--- src/verilog/wake_ready_defs.vh ---
// constants for the wake and readiness signalling block
`ifndef WAKE_READY_DEFS_VH
`define WAKE_READY_DEFS_VH
`define CLK_FREQ_HZ 100000000
`define FILTER_TIME_MS 500
`define FILTER_CYCLES 27'd50000001 // 500 ms plus one cycle at 100 MHz
`define ALERT_TIME_MS 1000
`define ALERT_CYCLES 27'd100000000 // 1 s at 100 MHz
`define CNT_WIDTH 27
`define ALERT_IDLE 1'b1
`define ST_OFF 2'h0
`define ST_AWAKE 2'h1
`define ST_SLEEP 2'h2
`endif

--- src/verilog/level_filter.v ---
// anti-bounce filter: output follows input after it stays stable for a full interval
`timescale 1ns/1ps
module level_filter #(
   parameter WIDTH = 27,
   parameter [WIDTH-1:0] STABLE_CYCLES = 27'd50000001
) (
   // clock and reset
   input wire clk,
   input wire rst,
   // level in and filtered level out
   input wire level_in,
   output reg level_out
);
   reg [WIDTH-1:0] cnt_q;

   always @(posedge clk) begin
      if (rst) begin
         cnt_q <= {WIDTH{1'b0}};
         level_out <= 1'b0;
      end else if (level_in == level_out) begin
         cnt_q <= {WIDTH{1'b0}};
      end else if (cnt_q == STABLE_CYCLES - 1'b1) begin
         cnt_q <= {WIDTH{1'b0}};
         level_out <= level_in;
      end else begin
         cnt_q <= cnt_q + 1'b1;
      end
   end
endmodule // level_filter

--- src/verilog/wake_ready.v ---
// power-state signalling: readiness output, wake request input, wake alert output
`timescale 1ns/1ps
`include "wake_ready_defs.vh"
module wake_ready #(
   parameter [`CNT_WIDTH-1:0] FILTER_CYCLES = `FILTER_CYCLES,
   parameter [`CNT_WIDTH-1:0] ALERT_CYCLES = `ALERT_CYCLES
) (
   // clock and reset
   input wire clk,
   input wire rst,
   // module power state
   input wire power_good,
   input wire core_ready,
   // host wake request pin
   input wire wake_req,
   // wake source from the module core
   input wire wake_source,
   // outputs to host and core
   output reg ready_out,
   output reg wake_alert,
   output reg awake,
   output reg sleep_allowed
);
   // ---------------------------------------------
   // input synchronisers
   // ---------------------------------------------
   localparam N_SYNC = 3;
   wire [N_SYNC-1:0] pin_raw;
   wire [N_SYNC-1:0] pin_sync;
   wire req_sync;
   wire pg_sync;
   wire cr_sync;
   genvar g;
   assign pin_raw = {core_ready, power_good, wake_req};
   generate
      for (g = 0; g < N_SYNC; g = g + 1) begin : g_sync
         reg s1_q;
         reg s2_q;
         always @(posedge clk) begin
            if (rst) begin
               s1_q <= 1'b0;
               s2_q <= 1'b0;
            end else begin
               s1_q <= pin_raw[g];
               s2_q <= s1_q;
            end
         end
         assign pin_sync[g] = s2_q;
      end
   endgenerate
   assign req_sync = pin_sync[0];
   assign pg_sync = pin_sync[1];
   assign cr_sync = pin_sync[2];

   // ---------------------------------------------
   // wake request filter
   // ---------------------------------------------
   wire req_filt;
   reg req_filt_q;
   level_filter #(
      .WIDTH(`CNT_WIDTH),
      .STABLE_CYCLES(FILTER_CYCLES)
   ) u_filter (
      .clk(clk),
      .rst(rst),
      .level_in(req_sync),
      .level_out(req_filt)
   );

   // ---------------------------------------------
   // filtered level edges
   // ---------------------------------------------
   always @(posedge clk) begin
      if (rst) begin
         req_filt_q <= 1'b0;
      end else begin
         req_filt_q <= req_filt;
      end
   end
   wire req_rise = req_filt & ~req_filt_q;
   wire req_fall = ~req_filt & req_filt_q;

   // ---------------------------------------------
   // power qualification
   // ---------------------------------------------
   wire powered = pg_sync & cr_sync;

   // ---------------------------------------------
   // power state machine
   // ---------------------------------------------
   reg [1:0] state_q;
   reg [1:0] state_d;
   always @* begin
      state_d = state_q;
      case (state_q)
         `ST_OFF: begin
            if (powered) begin
               state_d = `ST_AWAKE;
            end
         end
         `ST_AWAKE: begin
            if (!powered) begin
               state_d = `ST_OFF;
            end else if (req_fall) begin
               state_d = `ST_SLEEP;
            end
         end
         `ST_SLEEP: begin
            if (!powered) begin
               state_d = `ST_OFF;
            end else if (req_rise) begin
               state_d = `ST_AWAKE;
            end
         end
         default: begin
            state_d = `ST_OFF;
         end
      endcase
   end

   // ---------------------------------------------
   // power state register
   // ---------------------------------------------
   always @(posedge clk) begin
      if (rst) begin
         state_q <= `ST_OFF;
      end else begin
         state_q <= state_d;
      end
   end

   // ---------------------------------------------
   // decoding functions
   // ---------------------------------------------
   function state_is;
      input [1:0] st;
      input [1:0] code;
      begin
         state_is = (st == code);
      end
   endfunction
   function cnt_is;
      input [`CNT_WIDTH-1:0] cnt;
      input [`CNT_WIDTH-1:0] value;
      begin
         cnt_is = (cnt == value);
      end
   endfunction

   // ---------------------------------------------
   // readiness output
   // ---------------------------------------------
   always @(posedge clk) begin
      if (rst) begin
         ready_out <= 1'b0;
      end else begin
         ready_out <= !state_is(state_d, `ST_OFF);
      end
   end

   // ---------------------------------------------
   // state flags
   // ---------------------------------------------
   always @(posedge clk) begin
      if (rst) begin
         awake <= 1'b0;
         sleep_allowed <= 1'b0;
      end else begin
         awake <= state_is(state_d, `ST_AWAKE);
         sleep_allowed <= state_is(state_d, `ST_SLEEP);
      end
   end

   // ---------------------------------------------
   // wake source arrival
   // ---------------------------------------------
   reg src_q;
   always @(posedge clk) begin
      if (rst) begin
         src_q <= 1'b0;
      end else begin
         src_q <= wake_source;
      end
   end
   wire src_arrive = wake_source & ~src_q;

   // ---------------------------------------------
   // wake alert pulse
   // ---------------------------------------------
   localparam [`CNT_WIDTH-1:0] CNT_ZERO = {`CNT_WIDTH{1'b0}};
   localparam [`CNT_WIDTH-1:0] CNT_ONE = {{(`CNT_WIDTH-1){1'b0}}, 1'b1};
   reg [`CNT_WIDTH-1:0] alert_cnt_q;
   wire alert_busy = !cnt_is(alert_cnt_q, CNT_ZERO);
   wire alert_last = cnt_is(alert_cnt_q, CNT_ONE);
   wire alert_start = src_arrive && ready_out && !alert_busy;
   always @(posedge clk) begin
      if (rst) begin
         alert_cnt_q <= CNT_ZERO;
      end else if (alert_start) begin
         alert_cnt_q <= ALERT_CYCLES;
      end else if (alert_busy) begin
         alert_cnt_q <= alert_cnt_q - 1'b1;
      end
   end
   always @(posedge clk) begin
      if (rst) begin
         wake_alert <= `ALERT_IDLE;
      end else if (alert_start) begin
         wake_alert <= ~`ALERT_IDLE;
      end else if (alert_last) begin
         wake_alert <= `ALERT_IDLE;
      end
   end
endmodule // wake_ready

--- config.mk ---
export PLATFORM = sky130hd
export DESIGN_NAME = wake_ready
export DESIGN_NICKNAME = d
export VERILOG_FILES = /design/src/verilog/level_filter.v /design/src/verilog/wake_ready.v
export VERILOG_INCLUDE_DIRS = /design/src /design/src/verilog
export SDC_FILE = /design/constraint.sdc
export NUM_CORES = 1
export LEC_CHECK = 0
export BUFFER_PORTS_ARGS = -buffer_cell sky130_fd_sc_hd__buf_2
export CAP_MARGIN = 20
export CELL_PAD_IN_SITES_DETAIL_PLACEMENT = 1
export CELL_PAD_IN_SITES_GLOBAL_PLACEMENT = 2
export CORE_MARGIN = 4
export CORE_UTILIZATION = 40
export CTS_BUF_LIST = sky130_fd_sc_hd__clkbuf_2 sky130_fd_sc_hd__clkbuf_4 sky130_fd_sc_hd__clkbuf_8
export DETAILED_ROUTE_END_ITERATION = 8
export MAX_ROUTING_LAYER = met4
export PLACE_DENSITY = 0.87
export SYNTH_ARGS = -nofsm -noshare
export SYNTH_HDL_FRONTEND = slang
export SYNTH_HIERARCHICAL = 1
export SYNTH_SLANG_ARGS = --single-unit
export TNS_END_PERCENT = 50
--- constraint.sdc ---
create_clock -name clk -period 3 [get_ports clk]
set_input_delay 0.75 -clock clk [delete_from_list [all_inputs] [get_ports clk]]
set_output_delay 0.75 -clock clk [all_outputs]
set_load 0.01 [all_outputs]
* Yosys cells after proc, flatten, opt, wreduce, memory -nomap -nowiden
Index checks and enable logic that the tools add are counted.
Storage, ports and cells: bits in registers 69, output and inout bits 4, logic and storage cells 55
Cells by class: add/sub/neg operators 2, equality and inequality tests 8, mux-type cells 10, bitwise logic cells 8, reductions and logical operators 10
Operators with widths (number):
- $mux W27 | 2
- $add A27 B1 Y27 const B | 1
- $eq A27 B1 Y1 const B | 1
- $eq A27 B26 Y1 const B | 1
- $logic_not A27 Y1 | 1
- $sub A27 B1 Y27 const B | 1
- $mux W2 | 5
- $pmux W2 S3 | 1
- $and A1 B1 Y1 | 4
- $eq A2 B1 Y1 const B | 2
- $eq A2 B2 Y1 const B | 2
- $logic_not A2 Y1 | 2
- $not A1 Y1 | 4
- $reduce_or A3 Y1 | 1
- $logic_and A1 B1 Y1 | 2
- $mux W1 | 2
- $ne A2 B2 Y1 const B | 1
- $reduce_and A2 Y1 | 1
- $reduce_bool A2 Y1 | 1
- $reduce_or A2 Y1 | 1
- $eq A1 B1 Y1 | 1
- $logic_not A1 Y1 | 1

* Logic depth before layout (Yosys ltp)
Gate-level depths: netlist of the first run.
depth after elaboration 7, mapped depth 10, gate-level depth less buffers 7

* Modules after synthesis
The synthesis of the first run kept the hierarchy.
Modules (own cells, without submodules):
- wake_ready | instances 1, cells an instance 210, area an instance 1835.5 µm², seq. area each 820.8 µm²
- level_filter | instances 1, cells an instance 156, area an instance 1356.3 µm², seq. area each 560.5 µm²

* Worst setup path after synthesis of the first run
No wires, ideal clock.
path kind reg2reg, start point register alert_cnt_q[0], end point register alert_cnt_q[23], library setup time 0.115 ns, data arrival time 2.381 ns, required time 2.885 ns, setup slack 0.503 ns, cell stages (with the launch flop) 9, buffers on the path 1, path through dfxtp_1 inv_1 ha_1 or4b_1 or4_4 buf_6 o211a_4 a311o_1 and3_1
On the way: longest elaborated chain between the ends 3, elaborated cells between the ends (all ways) 6, those cells by class 1 x add/sub; 1 x eq/ne; 2 x mux; 2 x reduce/logical
RTL lines:
- from (decl) | RTL line wake_ready.v:192 | reg [`CNT_WIDTH-1:0] alert_cnt_q;
- from (signal assigned) | RTL line wake_ready.v:202 | alert_cnt_q <= alert_cnt_q - 1'b1;
- $sub A27 B1 Y27 / $logic_not A27 Y1 (equally long branches) | RTL line wake_ready.v:202, wake_ready.v:146
- $mux W27 / $logic_and A1 B1 Y1 (equally long branches) | RTL line wake_ready.v:201, wake_ready.v:195
- $mux W27 / $ne A2 B2 Y1 (equally long branches)
Parallel ways exist; a longest one is shown, timed or not. The select of a mux whose other input is x is not followed. A chain may end at the register's enable or synchronous reset.

* Final worst setup path of the first run
Ends and elaborated chain as after synthesis.

==> results.json, run 1 <==
{
  "grt_max_degree": 28,
  "dr.first_iter.drc_count": 69,
  "ir_drop_mv": 0.314,
  "synth_ff_type": "dfxtp_1",
  "first_pass_iters": 4,
  "setup_ws_ns": 0.332,
  "htree_num_levels": 3,
  "worstPathCellList": "inv_1, ha_1, or4b_1, or4_4, o211a_4, a311o_1, and3_1",
  "post-route-drc-count": 0,
  "crit_path_max_incr_delay_ns": 0.64,
  "p_per_area_nw_per_um2": 972,
  "async_flop_share_pct": 0,
  "dp_hpwl_mm": 5.30,
  "leakagePower_uw": 0.00122,
  "finalHoldViolations": 0,
  "drv_cap": 0,
  "overflow": 0,
  "wl_per_cell_um": 15.5,
  "fin_crit_sh_pct": 88.9,
  "worstPathRequired_ns": 3.24,
  "rows": 32,
  "endpoint_kind": "flop",
  "die_h_um": 97.3,
  "grtUsageTotal_pct": 17.5,
  "clockPowerShare_pct": 27.9,
  "postCtsSetupBuffers": 0,
  "routabilityCongestion": 0.796,
  "core_um2": 7730,
  "power_uw": 3460,
  "syn-num-nets": 376,
  "fill_cells": 905,
  "syn_area_um2": 3190,
  "syn_inst": 366,
  "pwr-share-comb_pct": 37.5,
  "yosysWarningCount": 6,
  "synth-seq-area-share_pct": 43.3,
  "ant_nets": 0,
  "synth-edff-count": 0,
  "drive_gt1_share_pct": 11.1,
  "slew_violations": 0,
  "cts_resized": 0,
  "fin_crit_ns": 2.67,
  "antenna_found_initial": 0,
  "grt_pass1_vias": 2805,
  "p_seq_share_pct": 34.6,
  "clockRootBuffer": "clkbuf_8",
  "avgSynthCellArea_um2": 8.72,
  "fp.dieArea_um2": 9470,
  "crit_path_start_kind": "flop",
  "worst_hold_path_type": "flop to flop",
  "intPower_uw": 2150,
  "grt_pass1_wl_mm": 13.3,
  "finalClockSkew_ns": 0.00898,
  "nets": 385,
  "worstMarginPinSlew_ns": 0.723,
  "routed_wl_mm": 7.48,
  "worst-path-max-fanout": 16,
  "vias": 2727,
  "hold_buffers": 0,
  "numCtsBuffers": 9,
  "setup_viol": 0,
  "layout_common_cells": "69 x dfxtp_1, 45 x nor2_1, 27 x a21oi_1",
  "max_freq_mhz": 375,
  "num_io_pins": 10,
  "clkTransAtPathRegs_ns": 0.08,
  "yosys_register_bits": 69,
  "start_util_pct": 41.3,
  "place_ws_ns": 0.349,
  "antenna_cells": 0,
  "cts_tree": "done",
  "switching_share_pct": 38.0,
  "rsz0062_at_grt": "no",
  "whs_ns": 0.451,
  "relSlewSlack_pct": 51.6,
  "fin_tns_setup_ns": 0,
  "final_common_cell": "dfxtp_1",
  "portBuffers": 9,
  "worst_skew_pair.late_latency_ns": 0.35,
  "outcome": "finished, final reports clean",
  "worstPathArrival_ns": 2.91,
  "via_per_inst": 5.66,
  "synth.distinct_cells": 46,
  "clk_path_buf_depth": 2,
  "cp_slowest_cell": "or4_4",
  "switchingPower_uw": 1320,
  "die_w_um": 97.3,
  "syn_to_final_growth_pct": 11.7,
  "numClockSinks": 69,
  "critPathKind": "flop to flop"
}
## sequential cells by signal (all words and copies together) (netlist names)
register            cells
wake_alert              1
req_filt_q              1
ready_out               1
g_sync.s2_q             2
state_q                 2
sleep_allowed           1
awake                   1
u_filter/cnt_q         27
g_sync.s1_q             3
cr_sync                 1
alert_cnt_q            27
u_filter/level_out      1
src_q                   1
## worst max-delay path, delay by kind of cell, from the launching register on
family	cells	cell delay, ns
simple gates	3	1.35
compound gates	2	0.61
flops	1	0.36
fa+ha+maj	1	0.17
buf+inv	1	0.07
## per-stage QoR
stage	util, %	instance area [um^2]	cells
2_1_floorplan	-	3190	366
3_3_place_gp	42.8	3310	466
3_5_place_dp	42.8	3310	466
4_1_cts	46.1	3560	482
5_1_grt	46.1	3560	482
6_report	46.1	3560	482
## cells by family after synthesis
family / count (synthesis) / share of synthesized area (%)
XOR/XNOR: 23 / 6.31
AND/OR/NAND/NOR: 167 / 28.7
AO/OA/AOI/OAI: 76 / 15.7
adder cells (fa/ha/maj): 4 / 1.57
buffers and inverters: 27 / 4.39
flip-flops: 69 / 43.3
## layout make-up
class	instances	area [um^2]	share of cell area (%)
clock buffers	11	151	4.25
clock inverters	5	106	2.98
inverters	10	37.5	1.05
multi-input cells	270	1670	46.9
flip-flops and latches	69	1380	38.8
well taps	102	128	3.58
repair buffers	15	90.1	2.53
## synthesized netlist by cell type, types with 2 or more instances
cell type | n | share of area [%]
a211oi_1 | 7 | 1.6
a21oi_1 | 27 | 4.2
a311oi_1 | 3 | 0.82
a31oi_1 | 2 | 0.39
and3_1 | 6 | 1.2
and3_2 | 3 | 0.71
and4_1 | 2 | 0.55
buf_2 | 6 | 0.94
buf_6 | 4 | 1.4
clkbuf_1 | 6 | 0.71
dfxtp_1 | 69 | 43
ha_1 | 4 | 1.6
inv_1 | 10 | 1.2
nand2_1 | 20 | 2.4
nand3_1 | 10 | 1.6
nand4_1 | 15 | 2.9
nor2_1 | 45 | 5.3
nor2b_1 | 9 | 1.8
nor3_1 | 10 | 1.6
nor4_1 | 8 | 1.6
o2111ai_1 | 3 | 0.82
o211ai_1 | 4 | 0.94
o21ai_0 | 12 | 1.9
o31ai_1 | 11 | 2.6
or2_2 | 3 | 0.59
or3_1 | 13 | 2.5
or4_1 | 12 | 2.8
or4_4 | 2 | 0.71
or4b_1 | 2 | 0.63
xnor2_1 | 5 | 1.4
xor2_1 | 18 | 4.9
## power groups by stage
stage               Combinational [uW]  Sequential [uW]  Clock (uW)
floorplan                          995             1180           0
global placement                  1270             1210           0
detailed placement                1290             1220           0
CTS                               1300             1200         990
global route                      1470             1230        1040
finish                            1300             1200         966
## path summary, 6_finish.rpt
| kind | from | end | slack [ns] | depth (start not counted) |
|---|---|---|---|---|
| hold reg to reg | g_sync[1].s1_q | g_sync[1].s2_q | 0.45 | 1 |
| setup reg to reg | alert_cnt_q[0] | alert_cnt_q[23] | 0.33 | 7 |
| setup / recovery | alert_cnt_q[0] | alert_cnt_q[23] | 0.33 | 7 |
| hold / removal | g_sync[1].s1_q | g_sync[1].s2_q | 0.45 | 1 |
## metal layers
metal | part of all wire [%] | global-route usage, % | vias up | routed length, um
li1 | - | - | 1362 | -
met1 | 46 | 20.3 | 1327 | 3440
met2 | 50 | 29.4 | 27 | 3750
met3 | 2.1 | 3.23 | 11 | 154
met4 | 1.7 | 8.20 | 0 | 128
met5 | 0 | - | - | 0
No activity file was read; power rests on OpenSTA's default activity.
==> run 2, diff against run 1 <==
--- a/config.mk
+++ b/config.mk
@@ -8,14 +8,12 @@
 export LEC_CHECK = 0
 export BUFFER_PORTS_ARGS = -buffer_cell sky130_fd_sc_hd__buf_2
 export CAP_MARGIN = 20
-export CELL_PAD_IN_SITES_DETAIL_PLACEMENT = 1
-export CELL_PAD_IN_SITES_GLOBAL_PLACEMENT = 2
 export CORE_MARGIN = 4
-export CORE_UTILIZATION = 40
-export CTS_BUF_LIST = sky130_fd_sc_hd__clkbuf_2 sky130_fd_sc_hd__clkbuf_4 sky130_fd_sc_hd__clkbuf_8
+export CORE_UTILIZATION = 50
+export CTS_BUF_LIST = sky130_fd_sc_hd__clkbuf_8
 export DETAILED_ROUTE_END_ITERATION = 8
 export MAX_ROUTING_LAYER = met4
-export PLACE_DENSITY = 0.87
+export PLACE_DENSITY = 0.72
 export SYNTH_ARGS = -nofsm -noshare
 export SYNTH_HDL_FRONTEND = slang
 export SYNTH_HIERARCHICAL = 1
==> results.json, run 2 (synthesis results as in run 1) <==
{
  "via_per_inst": 6.00,
  "place_ws_ns": 0.286,
  "antenna_cells": 0,
  "wl_per_cell_um": 14.3,
  "cp_slowest_cell": "or4_4",
  "num_io_pins": 10,
  "htree_num_levels": 3,
  "fin_util_pct": 56.9,
  "fin_crit_sh_pct": 90.4,
  "numCtsBuffers": 9,
  "core_um2": 6060,
  "crit_family": "simple AND/OR/NAND/NOR gates",
  "finalHoldViolations": 0,
  "finalClockSkew_ns": 0.0140,
  "grt_pass1_wl_mm": 11.3,
  "relSlewSlack_pct": 52.8,
  "routabilityCongestion": 0.873,
  "drive_gt1_share_pct": 10.6,
  "endpoint_kind": "flop",
  "worstPathCellList": "inv_1, ha_1, or4b_1, or4_4, nor3_2, buf_4, a211oi_1, a311oi_1",
  "clkTransAtPathRegs_ns": 0.09,
  "portBuffers": 9,
  "clockRootBuffer": "clkbuf_8",
  "post-route-drc-count": 0,
  "ant_nets": 0,
  "routed_wl_mm": 6.46,
  "critPathBufInv": 2,
  "ir_drop_mv": 0.701,
  "outcome": "finished, final reports clean",
  "p_per_area_nw_per_um2": 932,
  "cts_tree": "done",
  "fin_tns_setup_ns": 0,
  "cts_resized": 0,
  "worst_hold_path_type": "flop to flop",
  "antenna_found_initial": 0,
  "clk_path_buf_depth": 2,
  "worst_skew_pair.late_latency_ns": 0.36,
  "postCtsSetupBuffers": 0,
  "worstMarginPinSlew_ns": 0.706,
  "worstPathArrival_ns": 2.98,
  "setup_viol": 0,
  "hold_buffers": 0,
  "dp_hpwl_mm": 4.50,
  "numClockSinks": 69,
  "crit_path_max_incr_delay_ns": 0.64,
  "die_h_um": 87.9,
  "fp.dieArea_um2": 7730,
  "overflow": 0,
  "leakagePower_uw": 0.00118,
  "worstPathRequired_ns": 3.26,
  "dr.first_iter.drc_count": 141,
  "crit_path_start_kind": "flop",
  "critPathKind": "flop to flop",
  "fill_cells": 573,
  "worst-path-max-fanout": 16,
  "final_common_cell": "dfxtp_1",
  "seqCellArea_um2": 1380,
  "fin_crit_ns": 2.71,
  "die_w_um": 87.9,
  "grt_max_degree": 28,
  "whs_ns": 0.438,
  "grtUsageTotal_pct": 19.1,
  "multi_input_area_um2": 1670,
  "layout_common_cells": "69 x dfxtp_1, 45 x nor2_1, 27 x a21oi_1",
  "start_util_pct": 52.7,
  "power_uw": 3210,
  "nets": 383,
  "max_freq_mhz": 369,
  "grt_pass1_vias": 2479,
  "slew_violations": 0,
  "setup_ws_ns": 0.287,
  "vias": 2717,
  "rsz0062_at_grt": "no",
  "rows": 28,
  "reg.largest.list": "alert_cnt_q (27), u_filter/cnt_q (27), g_sync.s1_q (3)",
  "drv_cap": 0,
  "syn_to_final_growth_pct": 8.00,
  "first_pass_iters": 4
}
run 2: changes by cell type in the layout (fill, tap and decap cells not counted), sizes merged:
cell,delta
buf,-2
bufinv,-3
clkinv,+1
clkbuf,-2
inv,+4
run 2: cell type report:
cell class,instances,share of cell area (%)
clock buffers,9,3.59
flip-flops and latches,69,40.1
well taps,75,2.72
repair buffers,13,2.18
clock inverters,7,1.89
inverters,10,1.09
multi-input cells,270,48.5
run 2: report_power, final:
group,internal (uW),switching [uW],total [uW],leakage (uW)
Sequential,1050,147,1190,0.000561
Clock,320,414,733,0.0000943
Combinational,502,785,1290,0.000524
run 2: worst paths after layout:
check	slack [ns]	startpoint	depth (start not counted)	endpoint
hold / removal	0.44	g_sync[0].s1_q	1	g_sync[0].s2_q
setup / recovery	0.29	alert_cnt_q[0]	8	alert_cnt_q[20]
setup reg to reg	0.29	alert_cnt_q[0]	8	alert_cnt_q[20]
hold reg to reg	0.44	g_sync[0].s1_q	1	g_sync[0].s2_q
run 2: worst reg2reg max path: cells and delay by family (launching register included):
family | cells | cell delay (ns)
flops | 1 | 0.36
simple gates | 3 | 1.50
compound gates | 2 | 0.31
buf+inv | 2 | 0.28
fa+ha+maj | 1 | 0.17
run 2: metal layers:
| metal | vias up | global-route usage (%) | part of all wire, % |
|---|---|---|---|
| met4 | 0 | 8.93 | 2.8 |
| met5 | - | - | 0 |
| met2 | 43 | 29.9 | 47 |
| li1 | 1367 | - | - |
| met3 | 19 | 4.33 | 3.4 |
| met1 | 1288 | 23.2 | 47 |
run 2: metrics by stage:
stage	instances	cell area, um^2
after floorplan	366	3190
after detailed placement	437	3260
after global routing	453	3450
after CTS	453	3450
final	453	3450
after global placement	437	3260
